==> config.mk <==
export PLATFORM = sky130hd
export DESIGN_NAME = qbx_ctrl
export DESIGN_NICKNAME = d
export VERILOG_FILES = /design/src/common/qbx_pkg.sv /design/src/core/qbx_ctrl.sv
export VERILOG_INCLUDE_DIRS = /design/src /design/src/common
export SDC_FILE = /design/constraint.sdc
export NUM_CORES = 1
export LEC_CHECK = 0
export BUFFER_PORTS_ARGS = -buffer_cell sky130_fd_sc_hd__buf_2
export CORE_MARGIN = 2
export CORE_UTILIZATION = 52
export CTS_CLUSTER_DIAMETER = 200
export CTS_CLUSTER_SIZE = 8
export DETAILED_ROUTE_END_ITERATION = 10
export GPL_ROUTABILITY_DRIVEN = 0
export GPL_TIMING_DRIVEN = 0
export PLACE_DENSITY = 0.73
export SYNTH_ARGS = -nofsm -noshare
export SYNTH_HDL_FRONTEND = slang
export SYNTH_SLANG_ARGS = --single-unit
==> constraint.sdc <==
create_clock -name clk -period 2.5 [get_ports clk]
set_input_delay 0.5 -clock clk [delete_from_list [all_inputs] [get_ports clk]]
set_output_delay 0.5 -clock clk [all_outputs]
set_load 0.005 [all_outputs]
==> src/common/qbx_defines.svh <==
// Timing counts, address fields and constants for the port expander controller
`ifndef QBX_DEFINES_SVH
`define QBX_DEFINES_SVH
`define QBX_CLK_MHZ        200
`define QBX_HALF_NS        2500
`define QBX_HALF_CYC       ((`QBX_HALF_NS * `QBX_CLK_MHZ) / 1000)
`define QBX_QTR_CYC        (`QBX_HALF_CYC / 2)
`define QBX_ADDR_NIBBLE    4'h4
`define QBX_DIR_READ       1'b1
`define QBX_DIR_WRITE      1'b0
`define QBX_PORT_RESET     8'hFF
`define QBX_HALF_W         10
`endif

==> src/common/qbx_pkg.sv <==
// Types for the port expander controller
package qbx_pkg;
  typedef enum logic [3:0] {
    QBX_IDLE, QBX_START, QBX_BIT_LO, QBX_BIT_HI, QBX_ACK_LO, QBX_ACK_HI,
    QBX_STOP_LO, QBX_STOP_HI, QBX_STOP_END
  } qbx_state_t;
  typedef enum logic [1:0] {QBX_PH_ADDR, QBX_PH_WDATA, QBX_PH_RDATA} qbx_phase_t;
  typedef struct packed {
    qbx_state_t state;
    qbx_phase_t phase;
    logic [9:0] tick;
    logic [2:0] bitn;
    logic [7:0] shreg;
    logic [7:0] rdata;
    logic       busy;
    logic       done;
    logic       nack;
    logic       scl_oe;
    logic       irq_pend;
    logic       sda_oe;
    logic       dir;
    logic [1:0] scl_s;
    logic [1:0] sda_s;
    logic [1:0] irq_s;
  } qbx_regs_t;
endpackage

==> src/core/qbx_ctrl.sv <==
// I2C controller that writes and reads a quasi-bidirectional port expander
`timescale 1ns/1ps
`default_nettype none
`include "qbx_defines.svh"
module qbx_ctrl
  import qbx_pkg::*;
(
  // Clock and reset
  input  wire logic       clk,
  input  wire logic       srst,
  // User command port
  input  wire logic       req,
  input  wire logic       req_read,
  input  wire logic [2:0] addr_select,
  input  wire logic [7:0] wdata,
  output var  logic       busy,
  output var  logic       done,
  output var  logic       nack,
  output var  logic [7:0] rdata,
  output var  logic       irq_pending,
  // I2C pins, open drain: oe high pulls the line low
  input  wire logic       scl_line,
  output var  logic       scl_oe,
  input  wire logic       sda_line,
  output var  logic       sda_oe,
  // Expander interrupt pin, active low
  input  wire logic       irq_n
);
  qbx_regs_t r;
  qbx_regs_t next_r;

  // Address byte: fixed nibble, selects, direction last
  function automatic logic [7:0] addr_byte(input logic [2:0] sel, input logic rd);
    addr_byte = {`QBX_ADDR_NIBBLE, sel, rd};
  endfunction

  wire logic half_done = (r.tick == 10'(`QBX_HALF_CYC - 1));
  // Apart from the start and stop themselves, SDA only moves mid way through SCL low, so a target never sees a false start or stop
  wire logic mid_low   = (r.tick == 10'(`QBX_QTR_CYC));
  wire logic sda_in    = r.sda_s[1];

  // Sequencer: one phase per half period of SCL
  always_comb begin
    next_r          = r;
    next_r.done     = 1'b0;
    next_r.scl_s    = {r.scl_s[0], scl_line};
    next_r.sda_s    = {r.sda_s[0], sda_line};
    next_r.irq_s    = {r.irq_s[0], irq_n};
    // Reported only; the expander clears its own line when we read or write it
    next_r.irq_pend = ~r.irq_s[1];
    next_r.tick     = half_done ? 10'h000 : r.tick + 10'h001;
    unique case (r.state)
      QBX_IDLE: begin
        next_r.tick   = 10'h000;
        next_r.scl_oe = 1'b0;
        next_r.sda_oe = 1'b0;
        if (req) begin
          // Selects are latched here into the address byte; wdata is taken later, at the address ack
          next_r.shreg  = addr_byte(addr_select, req_read);
          next_r.dir    = req_read;
          next_r.busy   = 1'b1;
          next_r.nack   = 1'b0;
          next_r.phase  = QBX_PH_ADDR;
          next_r.sda_oe = 1'b1;
          next_r.state  = QBX_START;
        end
      end
      QBX_START: if (half_done) begin
        next_r.scl_oe = 1'b1;
        next_r.bitn   = 3'h7;
        next_r.state  = QBX_BIT_LO;
      end
      QBX_BIT_LO: begin
        // Drive data while SCL low; release during reads
        if (mid_low) begin
          next_r.sda_oe = (r.phase == QBX_PH_RDATA) ? 1'b0 : ~r.shreg[7];
        end
        if (half_done) begin
          next_r.scl_oe = 1'b0;
          next_r.state  = QBX_BIT_HI;
        end
      end
      QBX_BIT_HI: if (half_done && r.scl_s[1]) begin
        next_r.shreg  = {r.shreg[6:0], sda_in};
        next_r.scl_oe = 1'b1;
        if (r.bitn == 3'h0) begin
          next_r.state = QBX_ACK_LO;
        end else begin
          next_r.bitn  = r.bitn - 3'h1;
          next_r.state = QBX_BIT_LO;
        end
      end
      QBX_ACK_LO: begin
        // Controller acks nothing: a read byte is the last, so it is not acked
        if (mid_low) begin
          next_r.sda_oe = 1'b0;
        end
        if (half_done) begin
          next_r.scl_oe = 1'b0;
          next_r.state  = QBX_ACK_HI;
        end
      end
      QBX_ACK_HI: if (half_done && r.scl_s[1]) begin
        next_r.scl_oe = 1'b1;
        if (r.phase == QBX_PH_ADDR) begin
          if (sda_in) begin
            next_r.nack  = 1'b1;
            next_r.state = QBX_STOP_LO;
          end else begin
            next_r.phase = r.dir ? QBX_PH_RDATA : QBX_PH_WDATA;
            next_r.shreg = wdata;
            next_r.bitn  = 3'h7;
            next_r.state = QBX_BIT_LO;
          end
        end else begin
          if (r.phase == QBX_PH_RDATA) next_r.rdata = r.shreg;
          else next_r.nack = sda_in;
          // One data byte only; further bytes would be dropped anyway
          next_r.state = QBX_STOP_LO;
        end
      end
      QBX_STOP_LO: begin
        // Pull SDA low first so that releasing it later under a high SCL is the stop
        if (mid_low) begin
          next_r.sda_oe = 1'b1;
        end
        if (half_done) begin
          next_r.scl_oe = 1'b0;
          next_r.state  = QBX_STOP_HI;
        end
      end
      QBX_STOP_HI: if (half_done && r.scl_s[1]) begin
        next_r.sda_oe = 1'b0;
        next_r.state  = QBX_STOP_END;
      end
      QBX_STOP_END: if (half_done) begin
        next_r.busy  = 1'b0;
        next_r.done  = 1'b1;
        next_r.state = QBX_IDLE;
      end
      default: next_r.state = QBX_IDLE;
    endcase
  end

  // State register
  always_ff @(posedge clk) begin
    if (srst) begin
      r        <= '0;
      r.state  <= QBX_IDLE;
      r.phase  <= QBX_PH_ADDR;
      r.scl_s  <= 2'h3;
      r.sda_s  <= 2'h3;
      r.irq_s  <= 2'h3;
      r.rdata  <= `QBX_PORT_RESET;
    end else begin
      r <= next_r;
    end
  end

  // Outputs straight from flip-flops
  assign busy        = r.busy;
  assign done        = r.done;
  assign nack        = r.nack;
  assign rdata       = r.rdata;
  assign scl_oe      = r.scl_oe;
  assign sda_oe      = r.sda_oe;
  assign irq_pending = r.irq_pend;

  // Checks
  a_start_cond: assert property (@(posedge clk) disable iff (srst)
    (r.state == QBX_IDLE && req) |=> r.sda_oe && !r.scl_oe)
    else $error("start not issued");
  a_stop_cond: assert property (@(posedge clk) disable iff (srst)
    (r.state == QBX_STOP_HI && next_r.state == QBX_STOP_END) |=> !r.sda_oe && !r.scl_oe)
    else $error("stop not issued");
  a_addr_byte: assert property (@(posedge clk) disable iff (srst)
    (r.state == QBX_IDLE && req) |=> r.shreg[7:4] == 4'h4)
    else $error("bad address nibble");
  a_sda_stable: assert property (@(posedge clk) disable iff (srst)
    (r.state == QBX_BIT_HI || r.state == QBX_ACK_HI) |-> $stable(r.sda_oe))
    else $error("sda moved while scl high");
  a_nack_stop: assert property (@(posedge clk) disable iff (srst)
    (r.state == QBX_ACK_HI && r.phase == QBX_PH_ADDR && next_r.nack)
      |=> r.state == QBX_STOP_LO)
    else $error("nack not followed by stop");
  a_single_byte: assert property (@(posedge clk) disable iff (srst)
    (r.state == QBX_ACK_HI && r.phase != QBX_PH_ADDR && half_done && r.scl_s[1])
      |=> r.state == QBX_STOP_LO)
    else $error("extra byte sent");
  a_read_release: assert property (@(posedge clk) disable iff (srst)
    (r.phase == QBX_PH_RDATA && r.state == QBX_BIT_HI) |-> !r.sda_oe)
    else $error("sda driven during read");
  a_done_pulse: assert property (@(posedge clk) disable iff (srst)
    r.done |-> !r.busy ##1 !r.done)
    else $error("done not a pulse");
  c_write: cover property (@(posedge clk) r.phase == QBX_PH_WDATA && r.done);
  c_read: cover property (@(posedge clk) r.phase == QBX_PH_RDATA && r.done);
  c_nack: cover property (@(posedge clk) r.nack && r.done);
  c_irq_busy: cover property (@(posedge clk) r.irq_pend && r.busy);
endmodule // qbx_ctrl
`default_nettype wire

==> reports/qor.csv, run 1 <==
metric,value,unit
outcome,completed,
clock.fmax,0.4486,GHz
ir_drop,0.4341,mV
grtUsageMet1,0.2895,
leakagePower,1.037,nW
crit_path_end_kind,register,
fin_setup_tns,0,ps
cts_tree,yes,
initial_core_util,0.5363,
vias_per_cell,6.057,
busiest_layer,met2,
clk_latency,310,ps
comb_power_share,0.079,
cts_hold_buf,0,
yosys.area.top_type,dfxtp_1,
start_kind,register,
fin_crit_sh,0.8917,
diodes,0,
yosysMostFrequentCell,dfxtp_1,
power.internal,1.126,mW
yosys.area.top_type_share,0.3819,
grt_pass1_wl,9.680,mm
portBuffers,30,
clock_sink_count,48,
maxCapViolCount,0,
ctsResizeCount,0,
grt_pass1_vias,2106,
final_net_count,354,
globalRouteOverflowTotal,0,
cts-root-buf,clkbuf_8,
synth.distinct_cells,61,
die_area,5411,um2
path_clk_slew,90,ps
wl_per_cell,15.38,um
drc_errors,0,
p_sw_frac,0.2378,
first_iter_violations,187,
utilization,0.6064,
seqPwrFrac,0.539,
gr-usage-met2,0.3869,
post-cts-setup-buffer-count,0,
htreeDepth,2,
worstPathArrival,2450,ps
use_met3,0.04664,
vias,2344,
final-setup-viol-count,0,
power_frac_clock,0.382,
worst_slew_pin_slew,606.0,ps
core-area,4692,um2
yosysWarnings,0,
synth_edf_count,0,
synth_area,2516,um2
rows,25,
slew_headroom,0.5929,
syn_to_final_growth,13.08,%
ant_nets,0,
dr.pass1.iters,9,
drive_gt1_frac,0.2042,
drv_slew,0,
critPathMaxFanout,10,
wirelength,5.953,mm
dpl.hpwl,4.320,mm
syn_area_per_cell,8.529,um2
track_usage,0.2302,
grt_max_degree,16,
antenna_found_initial,0,
synth-async-reset-ratio,0,
hp-class,primary input to register,
switchingPower,351.2,uW
die-height,73.56,um
worstSetupPathType,register to register,
min_period,2229,ps
rsz0062_at_grt,false,
yosys-top-cells-area,"dfxtp_1, nand3_1, a21oi_1",
synth-main-ff-cell,dfxtp_1,
netlist_instances,295,
numCtsBuffers,5,
synthesis.nets,317,
clock_skew,10.70,ps
ys_seq_area_frac,0.3819,
cp.required,2720,ps
finalHoldViolCount,0,
io_pins,32,
clk_path_buf_depth,2,
die_x,73.56,um
ys_ff_latch,48,
powerDensity,519.0,nW/um2
synth_common_cells,"dfxtp_1, nand3_1, nor2_1, a21oi_1, nand2_1",
cells in the final DEF (no fill, tap or decap), drive strengths merged, types with 3 or more instances in the layout:
cell	n
a211oi	10
nand3	25
clkbuf	19
nand4	3
ha	4
dfxtp	48
nor3	4
o21ai	12
xnor2	3
buf	43
o211ai	4
inv	13
or2	6
o311a	3
a22oi	3
or4bb	4
a221oi	5
o31ai	3
nor4	4
o32ai	3
nor2	23
xor2	6
or4	5
o2111ai	3
a21oi	20
o21a	5
nand2	19
metal layers:
layer,wire [um],vias up
met4,89,0
met3,382,10
met5,0,-
li1,-,1159
met2,2841,87
met1,2639,1088
critical path, cell delays in order, from the launching register on:
cell	delay [ps]
dfxtp_1	390
ha_1	240
or4b_4	540
nor4_4	510
buf_6	200
a22oi_1	90
o32ai_1	160
power by group through the flow:
stage / clock network, mW / logic [mW] / registers [mW]
finish: 0.564 / 0.116 / 0.796
global route: 0.608 / 0.126 / 0.799
CTS: 0.577 / 0.115 / 0.796
detailed placement: 0 / 0.114 / 0.814
global placement: 0 / 0.113 / 0.814
floorplan: 0 / 0.0750 / 0.810
final cells by class:
| type | instances | area, um2 |
|---|---|---|
| fillers | 433 | 1847 |
| repair buffers | 30 | 150.1 |
| plain buffers | 27 | 150.1 |
| well taps | 54 | 67.56 |
| clock buffers | 5 | 68.82 |
| inverters | 13 | 48.80 |
| clock inverters | 3 | 42.54 |
| multi-input cells | 207 | 1356 |
| flip-flops and latches | 48 | 960.9 |
state kept, by name, indices dropped and copies added (netlist names):
signal and flops:
busy 1, scl_oe 1, rdata 8, sda_oe 1
done 1, r 31, next_r 3, irq_pending 1
nack 1
logic make-up after synthesis:
family,Yosys count,synth area share
AOI/OAI and AO/OA,84,0.2372
xor gates and xnor gates,9,0.03133
adders and majority gates,4,0.01989
buffers and inverters,40,0.07906
DFF,48,0.3819
and+or+nand+nor,110,0.2506
through the flow:
stage / setup slack (ps) / hold slack (ps) / cells / instance area (um2) / power, mW
5_1_grt: 108.8 / 348.8 / 387 / 2845 / 1.533
3_5_place_dp: 283.7 / 371.3 / 379 / 2734 / 0.9280
3_3_place_gp: 314.4 / 371.0 / 379 / 2734 / 0.9274
6_report: 270.7 / 365.3 / 387 / 2845 / 1.477
2_1_floorplan: 425.0 / 362.7 / 295 / 2516 / 0.8850
4_1_cts: 277.4 / 360.6 / 387 / 2845 / 1.488
worst paths after layout:
kind                                       start                endpoint  slack (ps)  depth (start not counted)
worst min-delay path                       irq_n    next_r[1]$_SDFF_PP1_         370                          2
worst min register to register   r[1]$_SDFF_PP1_  irq_pending$_SDFF_PP0_         380                          1
worst max-delay path            r[32]$_SDFF_PP0_      r[26]$_SDFFE_PP0P_         270                          6
worst max register to register  r[32]$_SDFF_PP0_      r[26]$_SDFFE_PP0P_         270                          6
Note: power is estimated with default switching activity, not from simulation.
==> run 2: changes to the inputs <==
--- a/config.mk
+++ b/config.mk
@@ -6,15 +6,16 @@
 export SDC_FILE = /design/constraint.sdc
 export NUM_CORES = 1
 export LEC_CHECK = 0
+export ABC_AREA = 1
 export BUFFER_PORTS_ARGS = -buffer_cell sky130_fd_sc_hd__buf_2
 export CORE_MARGIN = 2
-export CORE_UTILIZATION = 52
+export CORE_UTILIZATION = 57
 export CTS_CLUSTER_DIAMETER = 200
 export CTS_CLUSTER_SIZE = 8
 export DETAILED_ROUTE_END_ITERATION = 10
 export GPL_ROUTABILITY_DRIVEN = 0
 export GPL_TIMING_DRIVEN = 0
-export PLACE_DENSITY = 0.73
+export PLACE_DENSITY = 0.79
 export SYNTH_ARGS = -nofsm -noshare
 export SYNTH_HDL_FRONTEND = slang
 export SYNTH_SLANG_ARGS = --single-unit
==> reports/qor.csv, run 2 <==
metric,value,unit,change
clock.fmax,0.5718,GHz,was 0.4486 GHz
max_flop_register,r,,unchanged
cts-root-buf,clkbuf_8,,unchanged
synth-async-reset-ratio,0,,unchanged
worstSetupPathType,register to register,,unchanged
yosysMostFrequentCell,nand2_1,,was dfxtp_1
finalHoldViolCount,0,,unchanged
netlist_instances,337,,was 295
synth-main-ff-cell,dfxtp_1,,unchanged
start_kind,register,,unchanged
hp-class,register to register,,was primary input to register
drc_errors,0,,unchanged
htreeDepth,2,,unchanged
die_x,69.81,um,was 73.56 um
outcome,completed,,unchanged
crit_path_end_kind,register,,unchanged
cts_tree,yes,,unchanged
ant_nets,0,,unchanged
globalRouteOverflowTotal,0,,unchanged
crit_chain,ha_1 -> nand2_1 -> nor2_4 -> nand3_1 -> nand2_1 -> nand3_1 -> o21ai_0 -> nor2_1,,was ha_1 -> or4b_4 -> nor4_4 -> buf_6 -> a22oi_1 -> o32ai_1
max_stage_delay,370,ps,was 540 ps
initial_core_util,0.6041,,was 0.5363
powerDensity,955.6,nW/um2,was 519.0 nW/um2
path_clk_slew,90,ps,about the same
grt_max_degree,15,,was 16
ir_drop,0.5175,mV,was 0.4341 mV
ctsResizeCount,0,,unchanged
fin_crit_sh,0.6995,,was 0.8917
worst_slew_pin_slew,573.5,ps,was 606.0 ps
cp_top_family,simple AND/OR/NAND/NOR gates,,unchanged
clk_path_buf_depth,2,,unchanged
first_iter_violations,123,,was 187
place_area,2686,um2,was 2734 um2
numCtsBuffers,5,,unchanged
layout_common_cells,"nand2_1, dfxtp_1, nor2_1, buf_2, nand3_1",,"was dfxtp_1, buf_2, nand3_1, nor2_1"
yosys-top-cells-area,"dfxtp_1, nand2_1, nor2_1",,"was dfxtp_1, nand3_1, a21oi_1"
fin_setup_tns,0,ps,unchanged
slew_headroom,0.6177,,was 0.5929
yosys.area.top_type_share,0.3893,,was 0.3819
wl_per_cell,11.43,um,was 15.38 um
drv_slew,0,,unchanged
ys_seq_area_frac,0.3893,,was 0.3819
final_net_count,397,,was 354
syn_to_final_growth,14.04,%,was 13.08%
rsz0062_at_grt,false,,unchanged
path_buf_inv,0,,was 1
drive_gt1_frac,0.2320,,was 0.2042
die_area,4873,um2,was 5411 um2
die-height,69.81,um,was 73.56 um
yosys.area.top_type,dfxtp_1,,unchanged
slowest_stage,dfxtp_1,,was or4b_4
final-setup-viol-count,0,,unchanged
grt_pass1_wl,8.611,mm,was 9.680 mm
synthesis.nets,359,,was 317
min_period,1749,ps,was 2229 ps
diodes,0,,unchanged
clock_sink_count,48,,unchanged
ys_ff_latch,48,,unchanged
largest_reg_flops,31,,unchanged
synth_common_cells,"nand2_1, dfxtp_1, nor2_1, nand3_1, inv_1",,"was dfxtp_1, nand3_1, nor2_1, a21oi_1, nand2_1"
antenna_found_initial,0,,unchanged
worstPathArrival,1940,ps,was 2450 ps
cts_hold_buf,0,,unchanged
clk_latency,300,ps,was 310 ps
final_common_cell,nand2_1,,was dfxtp_1
vias_per_cell,5.106,,was 6.057
dr.pass1.iters,4,,was 9
synth_edf_count,0,,unchanged
clock_skew,11.20,ps,was 10.70 ps
dpl.hpwl,3.657,mm,was 4.320 mm
finalInstanceArea,2815,um2,was 2845 um2
portBuffers,31,,was 30
track_usage,0.2172,,was 0.2302
synth_area,2469,um2,was 2516 um2
cp.required,2690,ps,was 2720 ps
critPathMaxFanout,4,,was 10
rows,23,,was 25
syn_area_per_cell,7.325,um2,was 8.529 um2
maxCapViolCount,0,,unchanged
yosysWarnings,0,,unchanged
io_pins,32,,unchanged
core-area,4086,um2,was 4692 um2
synth.distinct_cells,37,,was 61
grt_pass1_vias,2019,,was 2106
wirelength,4.858,mm,was 5.953 mm
post-cts-setup-buffer-count,0,,unchanged
vias,2170,,was 2344
leakagePower,1.320,nW,was 1.037 nW
[run 2: cell type report]
cell class	count	area, um2
multi-input combinational	243	1292
fill	362	1271
sequential	48	960.9
timing repair buffer	31	155.1
inverter	35	141.4
buffer	11	73.82
clock buffer	5	68.82
tap	50	62.56
clock inverter	2	60.06
[run 2: worst reg2reg max path, stage by stage (launching register included)]
cell and delay (ps):
dfxtp_1 370, ha_1 200, nand2_1 100, nor2_4 170
nand3_1 160, nand2_1 180, nand3_1 160, o21ai_0 250
nor2_1 60
[run 2: worst paths after layout]
kind / startpoint / to / slack, ps / cells past startpoint
max: r[32]$_SDFF_PP0_ / sda_oe$_SDFFE_PP0P_ / 750 / 8
min: r[1]$_SDFF_PP1_ / irq_pending$_SDFF_PP0_ / 380 / 1
max reg2reg: r[32]$_SDFF_PP0_ / sda_oe$_SDFFE_PP0P_ / 750 / 8
min reg2reg: r[1]$_SDFF_PP1_ / irq_pending$_SDFF_PP0_ / 380 / 1
[run 2: through the flow]
step | worst slack [ps] | power, mW | utilization | instances | hold WS (ps)
2_1_floorplan | 1007 | 1.831 | - | 337 | 362.7
5_1_grt | 563.6 | 2.892 | 0.6889 | 425 | 376.2
4_1_cts | 756.0 | 2.701 | 0.6889 | 425 | 382.1
3_5_place_dp | 824.1 | 2.050 | 0.6574 | 418 | 377.6
6_report | 751.1 | 2.690 | 0.6889 | 425 | 382.9
3_3_place_gp | 842.2 | 2.025 | 0.6574 | 418 | 368.0
[run 2: layer usage]
layer,wire [um],global-route usage,vias up
met4,104,0.08120,0
li1,-,-,1138
met3,257,0.05378,11
met1,2194,0.2748,967
met5,0,0,-
met2,2302,0.3566,54
[run 2: cells by family (layout without fill, tap and decap cells)]
logic type | Yosys count | in the layout | share of synthesized area
XOR/XNOR | 1 | 1 | 0.003549
adder cells (fa/ha/maj) | 4 | 4 | 0.02027
flip-flops | 48 | 48 | 0.3893
AO/OA/AOI/OAI | 34 | 34 | 0.07451
AND/OR/NAND/NOR | 204 | 204 | 0.4252
buffers and inverters | 46 | 84 | 0.08717
[run 2: report_power, final]
group | total (mW) | internal, mW | switching (mW)
Combinational | 1.07 | 0.388 | 0.679
Sequential | 0.981 | 0.888 | 0.0934
Clock | 0.642 | 0.393 | 0.249
